==> config.mk <==
export PLATFORM = sky130hd
export DESIGN_NAME = itsc_target
export DESIGN_NICKNAME = d
export VERILOG_FILES = /design/src/itsc_pkg.sv /design/src/itsc_crc8.sv /design/src/itsc_target.sv
export SDC_FILE = /design/constraint.sdc
export NUM_CORES = 1
export LEC_CHECK = 0
export BUFFER_PORTS_ARGS = -buffer_cell sky130_fd_sc_hd__buf_2
export CAP_MARGIN = 20
export CORE_UTILIZATION = 53
export CTS_CLUSTER_SIZE = 40
export DETAILED_ROUTE_END_ITERATION = 6
export PLACE_DENSITY = 0.83
export SYNTH_ARGS = -nofsm -noshare
export SYNTH_HDL_FRONTEND = slang
export SYNTH_SLANG_ARGS = --single-unit
==> constraint.sdc <==
create_clock -name clk -period 2.44 [get_ports clk]
set_input_delay 0 -clock clk [delete_from_list [all_inputs] [get_ports clk]]
set_output_delay 0 -clock clk [all_outputs]
set_load 0.05 [all_outputs]
==> src/itsc_pkg.sv <==
/*
 * Shared constants for the I2C target with clock stretching and CRC check.
 * Assumes a single system clock at CLK_FREQ_HZ; SCL and SDA arrive from pins.
 */
package itsc_pkg;

   // -----------------------------------------------------------------------
   // Timing
   // -----------------------------------------------------------------------
   localparam int CLK_FREQ_HZ = 20_000_000;
   localparam int STRETCH_TIMEOUT_US = 5000;
   // Longest allowed stretch, rounded down to whole cycles.
   localparam int STRETCH_TIMEOUT_CYC =
      STRETCH_TIMEOUT_US * (CLK_FREQ_HZ / 1_000_000);

   // -----------------------------------------------------------------------
   // Check byte
   // -----------------------------------------------------------------------
   localparam logic [7:0] CRC_POLY = 8'h07;
   localparam logic [7:0] CRC_INIT = 8'hFF;

   // -----------------------------------------------------------------------
   // Control word layout and framing
   // -----------------------------------------------------------------------
   localparam int CW_DIR_BIT = 23;
   localparam int CW_CRC_BIT = 22;
   localparam int CW_DLC_HI = 21;
   localparam int CW_DLC_LO = 20;
   localparam logic [3:0] CTRL_BYTES = 4'h3;
   localparam logic [1:0] DLC_16BIT = 2'h0;
   localparam logic [1:0] DLC_32BIT = 2'h1;
   localparam logic [3:0] LEN_16BIT = 4'h2;
   localparam logic [3:0] LEN_32BIT = 4'h4;
   localparam logic [3:0] LEN_64BIT = 4'h8;
   localparam logic [7:0] IDLE_FILL = 8'hFF;

   // -----------------------------------------------------------------------
   // Types
   // -----------------------------------------------------------------------
   typedef enum {
      ST_IDLE, ST_RXBIT, ST_HOLD, ST_ACK,
      ST_TXWAIT, ST_TXBIT, ST_TXACK, ST_IGNORE
   } itsc_state_t;

   // Number of data bytes selected by the data length code.
   function automatic logic [3:0] itsc_data_bytes(input logic [1:0] code);
      logic [3:0] n;
      n = LEN_64BIT;
      if (code == DLC_16BIT) begin
         n = LEN_16BIT;
      end else if (code == DLC_32BIT) begin
         n = LEN_32BIT;
      end
      return n;
   endfunction

endpackage

==> src/itsc_crc8.sv <==
/*
 * Running 8-bit check byte over a stream of bytes, MSB of each byte first.
 * Assumes the caller restarts it at the first byte of each transaction.
 */
`timescale 1ns/1ps
module itsc_crc8
   import itsc_pkg::*;
(
   // Clock and reset
   input wire logic clk,
   input wire logic sys_rst,
   // Byte stream
   input wire logic restart,
   input wire logic load,
   input wire logic [7:0] dataIn,
   // Result
   output logic [7:0] crcVal
);

   logic [7:0] crc_q;
   logic [7:0] seed;

   // Fold one byte into the register, one bit at a time.
   function automatic logic [7:0] step(input logic [7:0] c,
                                       input logic [7:0] d);
      logic [7:0] r;
      logic fb;
      r = c;
      for (int i = 7; i >= 0; i--) begin
         fb = r[7] ^ d[i];
         r = {r[6:0], 1'b0};
         if (fb) begin
            r = r ^ CRC_POLY;
         end
      end
      return r;
   endfunction

   // A restart with a byte in the same cycle folds that byte into the preset.
   always_comb begin
      seed = restart ? CRC_INIT : crc_q;
   end

   always_ff @(posedge clk) begin
      if (sys_rst) begin
         crc_q <= CRC_INIT;
      end else if (load) begin
         crc_q <= step(seed, dataIn);
      end else if (restart) begin
         crc_q <= CRC_INIT;
      end
   end

   assign crcVal = crc_q;

endmodule

==> src/itsc_target.sv <==
/*
 * I2C target transaction engine: address match, byte receive and transmit,
 * clock stretching on pending events with a timeout, check byte handling.
 * Assumes open-drain SCL/SDA resolved outside; the service side runs on clk
 * and answers the start, receive and transmit events with one-cycle strobes.
 */
`timescale 1ns/1ps
module itsc_target
   import itsc_pkg::*;
#(
   parameter int TIMEOUT_CYC = STRETCH_TIMEOUT_CYC
)(
   // Clock and reset
   input wire logic clk,
   input wire logic sys_rst,
   // Bus pins, open drain
   input wire logic sclIn,
   output logic sclOut,
   output logic sclOe,
   input wire logic sdaIn,
   output logic sdaOut,
   output logic sdaOe,
   // Own target address
   input wire logic [6:0] tgtAddr,
   // Start event
   output logic startEvt,
   input wire logic startAck,
   // Receive event
   output logic [7:0] rxByte,
   output logic rxValid,
   input wire logic rxAck,
   // Transmit buffer
   output logic txReq,
   input wire logic [7:0] txData,
   input wire logic txLoad,
   // Transaction results
   output logic [23:0] ctrlWord,
   output logic wrCommit,
   output logic wrDiscard,
   output logic timeoutEvt
);

   localparam int TW = $clog2(TIMEOUT_CYC + 1);

   // -----------------------------------------------------------------------
   // Pin synchronisers and bus conditions
   // -----------------------------------------------------------------------
   logic sclMeta_q, sclSync_q, sclPrev_q;
   logic sdaMeta_q, sdaSync_q, sdaPrev_q;
   logic sclRise, sclFall, startCond, stopCond;

   // Both pins pass two flops; only the second and later stages are read.
   always_ff @(posedge clk) begin
      if (sys_rst) begin
         sclMeta_q <= 1'b1;
         sclSync_q <= 1'b1;
         sclPrev_q <= 1'b1;
         sdaMeta_q <= 1'b1;
         sdaSync_q <= 1'b1;
         sdaPrev_q <= 1'b1;
      end else begin
         sclMeta_q <= sclIn;
         sclSync_q <= sclMeta_q;
         sclPrev_q <= sclSync_q;
         sdaMeta_q <= sdaIn;
         sdaSync_q <= sdaMeta_q;
         sdaPrev_q <= sdaSync_q;
      end
   end

   assign sclRise = sclSync_q & ~sclPrev_q;
   assign sclFall = ~sclSync_q & sclPrev_q;
   assign startCond = sclSync_q & sclPrev_q & sdaPrev_q & ~sdaSync_q;
   assign stopCond = sclSync_q & sclPrev_q & ~sdaPrev_q & sdaSync_q;

   // -----------------------------------------------------------------------
   // State
   // -----------------------------------------------------------------------
   itsc_state_t state_q;
   logic [3:0] bitCnt_q, byteIdx_q, txIdx_q;
   logic [7:0] shift_q, txShift_q, rxData_q, txBuf_q;
   logic [23:0] ctrlWord_q;
   logic isAddr_q, dirRead_q, wrSess_q, crcOk_q, crcSeen_q, ackd_q;
   logic startPend_q, startDone_q, rxPend_q, txFull_q, txReq_q;
   logic sclOe_q, sdaOe_q, wrCommit_q, wrDiscard_q, timeoutEvt_q;
   logic [TW-1:0] stretchCnt_q;
   logic timeoutHit;

   // Stretch decision and check byte feed.
   logic [3:0] dataLen;
   logic addrMatch, isCheck, holdGo, needData, sendCrc, txGo;
   logic crcRestart, crcLoad;
   logic [7:0] crcByte, txByte, crcVal;

   // -----------------------------------------------------------------------
   // Stretch timeout
   // -----------------------------------------------------------------------
   // stretch period timer
   always_ff @(posedge clk) begin
      if (sys_rst || !sclOe_q) begin
         stretchCnt_q <= '0;
      end else begin
         stretchCnt_q <= stretchCnt_q + 1'b1;
      end
   end

   assign timeoutHit = sclOe_q && (stretchCnt_q == TW'(TIMEOUT_CYC - 1));

   // -----------------------------------------------------------------------
   // Decisions taken while SCL is held
   // -----------------------------------------------------------------------
   always_comb begin
      dataLen = itsc_data_bytes(ctrlWord_q[CW_DLC_HI:CW_DLC_LO]);
      addrMatch = (shift_q[7:1] == tgtAddr);
      // check byte follows last data byte
      isCheck = !isAddr_q && ctrlWord_q[CW_CRC_BIT] &&
                (byteIdx_q == CTRL_BYTES + dataLen);
      needData = (txIdx_q < dataLen);
      sendCrc = !needData && ctrlWord_q[CW_CRC_BIT] && (txIdx_q == dataLen);
      holdGo = 1'b0;
      txGo = 1'b0;
      crcRestart = 1'b0;
      crcLoad = 1'b0;
      crcByte = shift_q;
      txByte = IDLE_FILL;
      case (state_q)
         ST_HOLD: begin
            if (isAddr_q) begin
               holdGo = startDone_q;
            end else begin
               // earlier byte still unserviced
               // The check byte waits too, so it never overtakes an event.
               holdGo = !rxPend_q;
            end
            crcRestart = holdGo && isAddr_q && !shift_q[0];
            crcLoad = holdGo && !isCheck;
         end
         ST_TXWAIT: begin
            txGo = needData ? txFull_q : 1'b1;
            if (needData) begin
               txByte = txBuf_q;
            end else if (sendCrc) begin
               txByte = crcVal;
            end
            crcLoad = txGo && needData;
            crcByte = txBuf_q;
         end
         default: begin
            holdGo = 1'b0;
         end
      endcase
   end

   itsc_crc8 crcUnit (
      .clk(clk),
      .sys_rst(sys_rst),
      .restart(crcRestart),
      .load(crcLoad),
      .dataIn(crcByte),
      .crcVal(crcVal)
   );

   // -----------------------------------------------------------------------
   // Service events: start, receive, transmit buffer
   // -----------------------------------------------------------------------
   // Hardware sets win over service strobes in the same cycle.
   always_ff @(posedge clk) begin
      if (sys_rst) begin
         startPend_q <= 1'b0;
         startDone_q <= 1'b0;
         rxPend_q <= 1'b0;
         rxData_q <= 8'h00;
         txFull_q <= 1'b0;
         txBuf_q <= 8'h00;
         txReq_q <= 1'b0;
      end else begin
         if (rxAck) begin
            rxPend_q <= 1'b0;
         end
         if (txLoad && !txFull_q) begin
            txBuf_q <= txData;
            txFull_q <= 1'b1;
         end
         if (timeoutHit) begin
            startPend_q <= 1'b0;
            startDone_q <= 1'b0;
            txReq_q <= 1'b0;
         end else if (state_q == ST_HOLD) begin
            if (isAddr_q) begin
               // start raised only after receive serviced
               if (!startPend_q && !startDone_q && !rxPend_q) begin
                  startPend_q <= 1'b1;
               end
               if (startPend_q && startAck) begin
                  startPend_q <= 1'b0;
                  startDone_q <= 1'b1;
               end
               if (holdGo) begin
                  startDone_q <= 1'b0;
               end
            end else if (holdGo && !isCheck) begin
               rxData_q <= shift_q;
               rxPend_q <= 1'b1;
            end
         end else if (state_q == ST_TXWAIT) begin
            txReq_q <= needData && !txFull_q && !txLoad;
            if (txGo && needData) begin
               txFull_q <= 1'b0;
            end
         end
      end
   end

   // -----------------------------------------------------------------------
   // Bit and byte sequencer
   // -----------------------------------------------------------------------
   always_ff @(posedge clk) begin
      if (sys_rst) begin
         state_q <= ST_IDLE;
         bitCnt_q <= 4'h0;
         byteIdx_q <= 4'h0;
         txIdx_q <= 4'h0;
         shift_q <= 8'h00;
         txShift_q <= 8'h00;
         ctrlWord_q <= 24'h000000;
         isAddr_q <= 1'b0;
         dirRead_q <= 1'b0;
         wrSess_q <= 1'b0;
         crcOk_q <= 1'b0;
         crcSeen_q <= 1'b0;
         ackd_q <= 1'b0;
         sclOe_q <= 1'b0;
         sdaOe_q <= 1'b0;
         wrCommit_q <= 1'b0;
         wrDiscard_q <= 1'b0;
         timeoutEvt_q <= 1'b0;
      end else begin
         wrCommit_q <= 1'b0;
         wrDiscard_q <= 1'b0;
         timeoutEvt_q <= 1'b0;
         if (timeoutHit) begin
            // abandon and wait for next start
            state_q <= ST_IGNORE;
            sclOe_q <= 1'b0;
            sdaOe_q <= 1'b0;
            wrSess_q <= 1'b0;
            timeoutEvt_q <= 1'b1;
         end else if (startCond) begin
            state_q <= ST_RXBIT;
            bitCnt_q <= 4'h0;
            isAddr_q <= 1'b1;
            sdaOe_q <= 1'b0;
         end else if (stopCond) begin
            state_q <= ST_IDLE;
            sdaOe_q <= 1'b0;
            if (wrSess_q && !ctrlWord_q[CW_DIR_BIT] &&
                byteIdx_q >= CTRL_BYTES + dataLen) begin
               if (ctrlWord_q[CW_CRC_BIT] && !(crcSeen_q && crcOk_q)) begin
                  wrDiscard_q <= 1'b1;
               end else begin
                  wrCommit_q <= 1'b1;
               end
            end
            wrSess_q <= 1'b0;
         end else begin
            case (state_q)
               ST_RXBIT: begin
                  if (sclRise) begin
                     shift_q <= {shift_q[6:0], sdaSync_q};
                     bitCnt_q <= bitCnt_q + 4'h1;
                  end else if (sclFall && bitCnt_q == 4'h8) begin
                     if (isAddr_q && !addrMatch) begin
                        state_q <= ST_IGNORE;
                     end else begin
                        sclOe_q <= 1'b1;
                        state_q <= ST_HOLD;
                     end
                  end
               end
               ST_HOLD: begin
                  if (holdGo) begin
                     if (isAddr_q) begin
                        dirRead_q <= shift_q[0];
                        txIdx_q <= 4'h0;
                        if (!shift_q[0]) begin
                           byteIdx_q <= 4'h0;
                           wrSess_q <= 1'b1;
                           crcOk_q <= 1'b0;
                           crcSeen_q <= 1'b0;
                        end
                     end else begin
                        if (isCheck) begin
                           crcOk_q <= (shift_q == crcVal);
                           crcSeen_q <= 1'b1;
                        end else if (byteIdx_q < CTRL_BYTES) begin
                           ctrlWord_q <= {ctrlWord_q[15:0], shift_q};
                        end
                        if (byteIdx_q != 4'hF) begin
                           byteIdx_q <= byteIdx_q + 4'h1;
                        end
                     end
                     sdaOe_q <= 1'b1;
                     sclOe_q <= 1'b0;
                     state_q <= ST_ACK;
                  end
               end
               ST_ACK: begin
                  if (sclFall) begin
                     sdaOe_q <= 1'b0;
                     isAddr_q <= 1'b0;
                     bitCnt_q <= 4'h0;
                     if (dirRead_q) begin
                        sclOe_q <= 1'b1;
                        state_q <= ST_TXWAIT;
                     end else begin
                        state_q <= ST_RXBIT;
                     end
                  end
               end
               ST_TXWAIT: begin
                  if (txGo) begin
                     // bytes leave in load order, MSB first
                     txShift_q <= {txByte[6:0], 1'b0};
                     sdaOe_q <= ~txByte[7];
                     bitCnt_q <= 4'h1;
                     if (txIdx_q != 4'hF) begin
                        txIdx_q <= txIdx_q + 4'h1;
                     end
                     sclOe_q <= 1'b0;
                     state_q <= ST_TXBIT;
                  end
               end
               ST_TXBIT: begin
                  if (sclFall) begin
                     if (bitCnt_q < 4'h8) begin
                        sdaOe_q <= ~txShift_q[7];
                        txShift_q <= {txShift_q[6:0], 1'b0};
                        bitCnt_q <= bitCnt_q + 4'h1;
                     end else begin
                        sdaOe_q <= 1'b0;
                        state_q <= ST_TXACK;
                     end
                  end
               end
               ST_TXACK: begin
                  if (sclRise) begin
                     ackd_q <= ~sdaSync_q;
                  end else if (sclFall) begin
                     if (ackd_q) begin
                        sclOe_q <= 1'b1;
                        state_q <= ST_TXWAIT;
                     end else begin
                        state_q <= ST_IGNORE;
                     end
                  end
               end
               default: begin
                  sdaOe_q <= 1'b0;
               end
            endcase
         end
      end
   end

   // -----------------------------------------------------------------------
   // Outputs
   // -----------------------------------------------------------------------
   // Open-drain pins only ever pull low; the enables carry the level.
   assign sclOut = 1'b0;
   assign sdaOut = 1'b0;
   assign sclOe = sclOe_q;
   assign sdaOe = sdaOe_q;
   assign startEvt = startPend_q;
   assign rxByte = rxData_q;
   assign rxValid = rxPend_q;
   assign txReq = txReq_q;
   assign ctrlWord = ctrlWord_q;
   assign wrCommit = wrCommit_q;
   assign wrDiscard = wrDiscard_q;
   assign timeoutEvt = timeoutEvt_q;

endmodule

==> flow_metrics.py, run 1 <==
metrics = {
    "run_status": {
        "status": "complete, no violations",
    },
    "placed_design": {
        "place_ws_ps": -272,
        "port-buffer-count": 61,
        "place_area_sq_um": 6550,
        "dp_hpwl_mm": 11.1,
        "gp_congestion": 0.900,
    },
    "worst_setup_path": {
        "worst-setup-path-type": "reg -> reg",
        "required_ps": 2810,
        "crit_arrival_ps": 2790,
        "crit_path_max_fanout": 5,
        "start_kind": "flop",
        "rrSetupSlack_ps": 20,
        "cp-end-kind": "flop",
    },
    "clock_network": {
        "clk_pin_slew_ps": 50,
        "ctsLongestPathBuffers": 2,
        "clk_latency_ps": 430,
        "cts_root_buf": "clkbuf_16",
        "cts_buffers": 17,
        "htree_levels": 4,
        "cts.sinks": 117,
        "cts_tree": "built",
    },
    "drt": {
        "vias_per_cell": 5.90,
        "wirelength_mm": 16.2,
        "vias": 5524,
        "wl_per_cell_um": 17.3,
        "firstDrtPassIters": 5,
        "drtIter0Drc": 383,
        "drt.antenna.violating_nets": 0,
        "drc_errors": 0,
    },
    "yosys": {
        "async_reset_ff_frac": 0,
        "yosysWarningCount": 0,
        "synthCells": 702,
        "ys_seq_elements": 117,
        "avgSynthCellArea_sq_um": 8.52,
        "synth_edf_count": 0,
        "syn_area_sq_um": 5980,
        "yosysSeqAreaShare": 0.391,
        "synth_ff_type": "dfxtp_1",
        "synth_cell_types": 60,
    },
    "floorplan": {
        "die_x_um": 108,
        "coreArea_sq_um": 10900,
        "rows": 38,
        "die-area_sq_um": 11700,
        "ios": 64,
        "initial_core_util": 0.547,
        "fp.dieH_um": 108,
    },
    "grt": {
        "grtUsageTotal": 0.290,
        "gr-total-overflow": 0,
        "grt_pass1_wl_mm": 25.8,
        "grt_max_degree": 79,
        "antenna_found_initial": 0,
        "grt_pass1_vias": 5350,
    },
    "sta": {
        "relSlewSlack": 0.467,
        "fin_ws_ps": 22.8,
        "finalClockSkew_ps": 10.0,
        "worst_hold_slack_ps": 299,
        "finalCritPeriodShare": 0.991,
        "finalSetupViolations": 0,
        "worst_pin_slew_ps": 800,
        "clock.fmax_ghz": 0.414,
        "final_hold_viol_count": 0,
        "finalCriticalPeriod_ps": 2420,
        "grt_setup_unrepaired": "true",
        "maxSlewViolCount": 0,
    },
    "layout": {
        "final_cell_mix": "dfxtp_1, nor2_1, buf_2, a21oi_1, mux2i_1",
        "drive_above_1_share": 0.192,
        "nets": 818,
        "antenna_cells": 0,
        "fin_area_sq_um": 7370,
        "syn2layout_area_growth_pct": 23.2,
        "mostFrequentLayoutCell": "dfxtp_1",
    },
    "power_and_ir_drop": {
        "leakage_nw": 2.99,
        "internal-power_mw": 4.42,
        "p_seq_frac": 0.336,
        "clockPowerShare": 0.359,
        "power.density_nw_per_um2": 888,
        "p_total_mw": 6.55,
        "switching_share": 0.324,
        "pwr-share-comb": 0.305,
        "power_switching_mw": 2.13,
        "ir_drop_uv": 812,
    },
    "hold_path": {
        "hold_class": "in -> reg",
    },
    "flow_run": {
        "max_cap_viol_count": 0,
    },
}
-- final cells by class --
cell class,instances,area (sq um)
fill,836,3560
inverter,17,63.8
sequential,117,2340
timing repair buffer,111,746
tap,140,175
clock buffer,20,447
multi-input combinational,521,3490
clock inverter,11,110
-- power by group through the flow --
stage	clock, mW	combinational, mW	sequential [mW]
final	2.35	2.00	2.20
after global routing	2.46	2.16	2.22
after CTS	2.38	1.87	2.20
after detailed placement	0	1.84	2.23
after global placement	0	1.79	2.23
after floorplan	0	1.35	2.25
-- kinds of logic (layout without fill, tap and decap cells) --
group | count (synthesis) | after routing | synth area share
buffers and inverters | 65 | 159 | 0.0450
AOI/OAI and AO/OA | 132 | 132 | 0.133
and+or+nand+nor | 269 | 269 | 0.223
other | 1 | 2 | 0.000627
adders and majority gates | 11 | 11 | 0.0230
muxes | 53 | 53 | 0.0912
DFF | 117 | 117 | 0.391
xor gates and xnor gates | 54 | 54 | 0.0931
-- path summary, 6_finish.rpt --
path | start | end | depth (start not counted)
min | sclIn | sclMeta_q | 3
min reg2reg | sdaMeta_q | sdaSync_q | 1
max reg2reg | ctrlWord[21] | crcUnit.crcVal[5] | 10
max | ctrlWord[21] | crcUnit.crcVal[5] | 10
-- registers in the layout, indices dropped and copies added (netlist names), 3 cells and up --
signal          count
ctrlWord           24
stretchCnt_q       17
crcUnit.crcVal      8
rxByte              8
shift_q             8
txBuf_q             8
txShift_q           7
bitCnt_q            4
byteIdx_q           4
txIdx_q             4
state_q             3
-- cells in the mapped netlist, types with 4 or more instances --
cell type,number,share of area
a211oi_1,4,0.0050
a21oi_1,58,0.049
a31oi_1,6,0.0063
and3_1,4,0.0042
buf_2,8,0.0067
clkbuf_1,35,0.022
dfxtp_1,117,0.39
ha_1,11,0.023
inv_1,16,0.010
mux2i_1,50,0.084
nand2_1,45,0.028
nand2b_1,18,0.019
nand3_1,17,0.014
nand4_1,8,0.0084
nor2_1,95,0.060
nor2b_1,8,0.0084
nor3_1,24,0.020
nor4_1,11,0.012
o21ai_0,25,0.021
o221ai_1,6,0.0088
o22ai_1,4,0.0042
o31ai_1,6,0.0075
or2_2,7,0.0073
or3_1,8,0.0084
or4_1,5,0.0063
xnor2_1,24,0.035
xnor3_1,5,0.019
xor2_1,24,0.035
-- critical path, stage by stage (launching register included) --
cell,delay (ps)
dfxtp_2,310
inv_1,60
nand2_1,70
ha_1,300
nor2b_1,140
o21a_1,250
nor3_2,350
buf_4,180
o2bb2ai_1,260
mux2_2,390
nand2_1,60
-- metrics by stage --
stage	std cells	util	TNS (ps)
floorplan	703	-	0
finish	937	0.674	0
detailed placement	889	0.599	-1550
global route	937	0.674	-450
CTS	934	0.664	0
global placement	889	0.599	-206
-- per-layer routing --
| metal | up-vias | track usage | part of all wire |
|---|---|---|---|
| met5 | - | 0 | 0 |
| met2 | 234 | 0.490 | 0.49 |
| met4 | 0 | 0.135 | 0.034 |
| met1 | 2603 | 0.350 | 0.41 |
| li1 | 2626 | - | - |
| met3 | 61 | 0.0669 | 0.069 |
-- what timing repair did --
item	4_1_cts	5_1_grt
hold endpoints to repair	16	0
hold buffers	14	0
buffers inserted	0	2
setup endpoints to repair	10	44
cloned	0	1
gates resized for setup	2	12
pin swaps	0	3
Note: power is estimated with default switching activity, not from simulation.
==> run 2, diff against run 1 <==
--- a/config.mk
+++ b/config.mk
@@ -7,7 +7,9 @@
 export LEC_CHECK = 0
 export BUFFER_PORTS_ARGS = -buffer_cell sky130_fd_sc_hd__buf_2
 export CAP_MARGIN = 20
+export CORE_MARGIN = 2
 export CORE_UTILIZATION = 53
+export CTS_BUF_LIST = sky130_fd_sc_hd__clkbuf_16
 export CTS_CLUSTER_SIZE = 40
 export DETAILED_ROUTE_END_ITERATION = 6
 export PLACE_DENSITY = 0.83
==> run 2 against run 1 <==
Against the previous run:
- sequential power about the same
- first-iteration DRC count rose by 4.4%
- combinational power is 2% lower
- design area down 0.98%
- worst hold slack better by 19 ps
- via count fell by 0.72%
- worst setup slack better by 72 ps
- routed wire length down 1.9%
- final cell count down 0.53%
- register-to-register slack better by 70 ps
- critical path depth down 2
- non-clock buffer count decreased by 5
==> flow_metrics.py, run 2 (synthesis results as in run 1) <==
metrics = {
    "placed_design": {
        "place_area_sq_um": 6540,
        "dp_hpwl_mm": 11.1,
        "port-buffer-count": 61,
        "place_ws_ps": -158,
        "gp_congestion": 0.908,
    },
    "drt": {
        "vias_per_cell": 5.88,
        "wl_met2_mm": 7.70,
        "drt.antenna.violating_nets": 0,
        "drtIter0Drc": 400,
        "met3_wirelength_mm": 1.11,
        "met1Wirelength_mm": 6.56,
        "drc_errors": 0,
        "wirelength_mm": 15.9,
        "vias": 5484,
        "wl_per_cell_um": 17.0,
        "highest_layer": "met4",
        "firstDrtPassIters": 5,
    },
    "grt": {
        "gr-total-overflow": 0,
        "antenna_found_initial": 0,
        "grt_pass1_vias": 5330,
        "grt_max_degree": 79,
        "grtUsageTotal": 0.277,
        "grt_pass1_wl_mm": 25.8,
    },
    "layout": {
        "mostFrequentLayoutCell": "dfxtp_1",
        "antenna_cells": 0,
        "final_util": 0.668,
        "fillers": 866,
        "largest_register_ffs": 24,
        "nets": 813,
        "final_cell_mix": "dfxtp_1, nor2_1, buf_2, a21oi_1, mux2i_1",
        "drive_above_1_share": 0.192,
        "syn2layout_area_growth_pct": 22.0,
        "fin_area_sq_um": 7300,
    },
    "sta": {
        "finalSetupViolations": 0,
        "fin_ws_ps": 95.2,
        "maxSlewViolCount": 0,
        "finalCritPeriodShare": 0.961,
        "relSlewSlack": 0.476,
        "finalCriticalPeriod_ps": 2340,
        "grt_setup_unrepaired": "true",
        "final_hold_viol_count": 0,
        "clock.fmax_ghz": 0.426,
        "finalClockSkew_ps": 8.46,
        "worst_hold_slack_ps": 318,
        "worst_pin_slew_ps": 786,
    },
    "worst_setup_path": {
        "cpPeakStageDelay_ps": 500,
        "crit_path_max_fanout": 5,
        "start_kind": "flop",
        "worstReg2RegEnd": "crcUnit.crcVal[2]",
        "crit_family": "simple AND/OR/NAND/NOR gates",
        "rr_startpoint": "ctrlWord[20]",
        "rrSetupSlack_ps": 100,
        "cpMostUsedCell": "nor2_1",
        "cp-end-kind": "flop",
        "worst-setup-path-type": "reg -> reg",
        "crit_arrival_ps": 2670,
        "crit_path_cell_trace": "nor2_1 -> ha_1 -> and2_1 -> nand4_1 -> nor2_1 -> o2bb2ai_1 -> and4_1 -> a311oi_1",
        "slowest_stage": "nor2_1",
        "path_buf_inv": 0,
        "required_ps": 2770,
        "reg2regPathDepth": 8,
    },
    "power_and_ir_drop": {
        "internal-power_mw": 4.15,
        "switching_share": 0.342,
        "leakage_nw": 2.92,
        "clockPowerShare": 0.343,
        "pwr-share-comb": 0.310,
        "power_switching_mw": 2.16,
        "ir_drop_uv": 566,
        "p_seq_frac": 0.348,
        "power.density_nw_per_um2": 865,
    },
    "floorplan": {
        "rows": 38,
        "fp.dieH_um": 110,
        "ios": 64,
        "coreArea_sq_um": 10900,
        "die_x_um": 110,
        "die-area_sq_um": 12200,
        "initial_core_util": 0.547,
    },
    "clock_network": {
        "ctsLongestPathBuffers": 2,
        "cts_root_buf": "clkbuf_16",
        "clk_pin_slew_ps": 60,
        "cts_setup_buffers": 0,
        "cts_buffers": 17,
        "cts_tree": "built",
        "htree_levels": 4,
        "clk_latency_ps": 420,
        "cts.sinks": 117,
    },
    "flow_run": {
        "max_cap_viol_count": 0,
    },
    "hold_path": {
        "hold_depth": 3,
        "hold_end": "sdaMeta_q",
        "holdCritStartpoint": "sdaIn",
        "hold_class": "in -> reg",
    },
    "run_status": {
        "status": "complete, no violations",
    },
}
run 2: worst reg2reg max path: cells and delay by family (launching register included):
kind,cells,cell delay [ps]
AOI/OAI and AO/OA,2,540
and+or+nand+nor,5,1100
adders and majority gates,1,260
DFF,1,350
run 2: cell type report:
class	instances	area (sq um)	share of cell area
Multi-Input combinational cell	521	3500	0.480
Sequential cell	117	2340	0.321
Timing Repair Buffer	106	694	0.0951
Clock buffer	17	425	0.0583
Tap cell	140	175	0.0240
Clock inverter	14	91.3	0.0125
Inverter	17	63.8	0.00874
run 2: worst max-delay path by stage:
stage,from,depth (start not counted),end
6_report,ctrlWord[20],8,crcUnit.crcVal[2]
5_1_grt,stretchCnt_q[5],8,ctrlWord[0]
4_1_cts,ctrlWord[21],9,bitCnt_q[1]
3_5_place_dp,ctrlWord[21],9,txShift_q[3]
3_3_place_gp,ctrlWord[21],9,txShift_q[7]
2_1_floorplan,ctrlWord[21],9,crcUnit.crcVal[3]
run 2: power groups by stage:
stage	Combinational [mW]	Clock (mW)	Sequential (mW)
6_report	1.96	2.16	2.19
5_1_grt	2.11	2.28	2.21
4_1_cts	1.86	2.18	2.19
3_5_place_dp	1.83	0	2.23
3_3_place_gp	1.78	0	2.22
2_1_floorplan	1.35	0	2.25
run 2: layer usage:
metal / GRT usage / up-vias
li1: - / 2618
met1: 0.341 / 2608
met2: 0.457 / 213
met3: 0.0788 / 45
met4: 0.114 / 0
met5: 0 / -
run 2: repair_timing:
item,CTS,global route
pin swaps,0,6
resized for setup,2,16
hold endpoints to repair,16,0
setup endpoints to repair,7,43
hold buffers,14,0
run 2: stage by stage:
step	TNS [ps]	std cells	power, mW
final	0	932	6.31
after global routing	-36.7	932	6.60
after CTS	0	932	6.24
after detailed placement	-924	887	4.06
after global placement	0	887	4.00
after floorplan	0	703	3.61
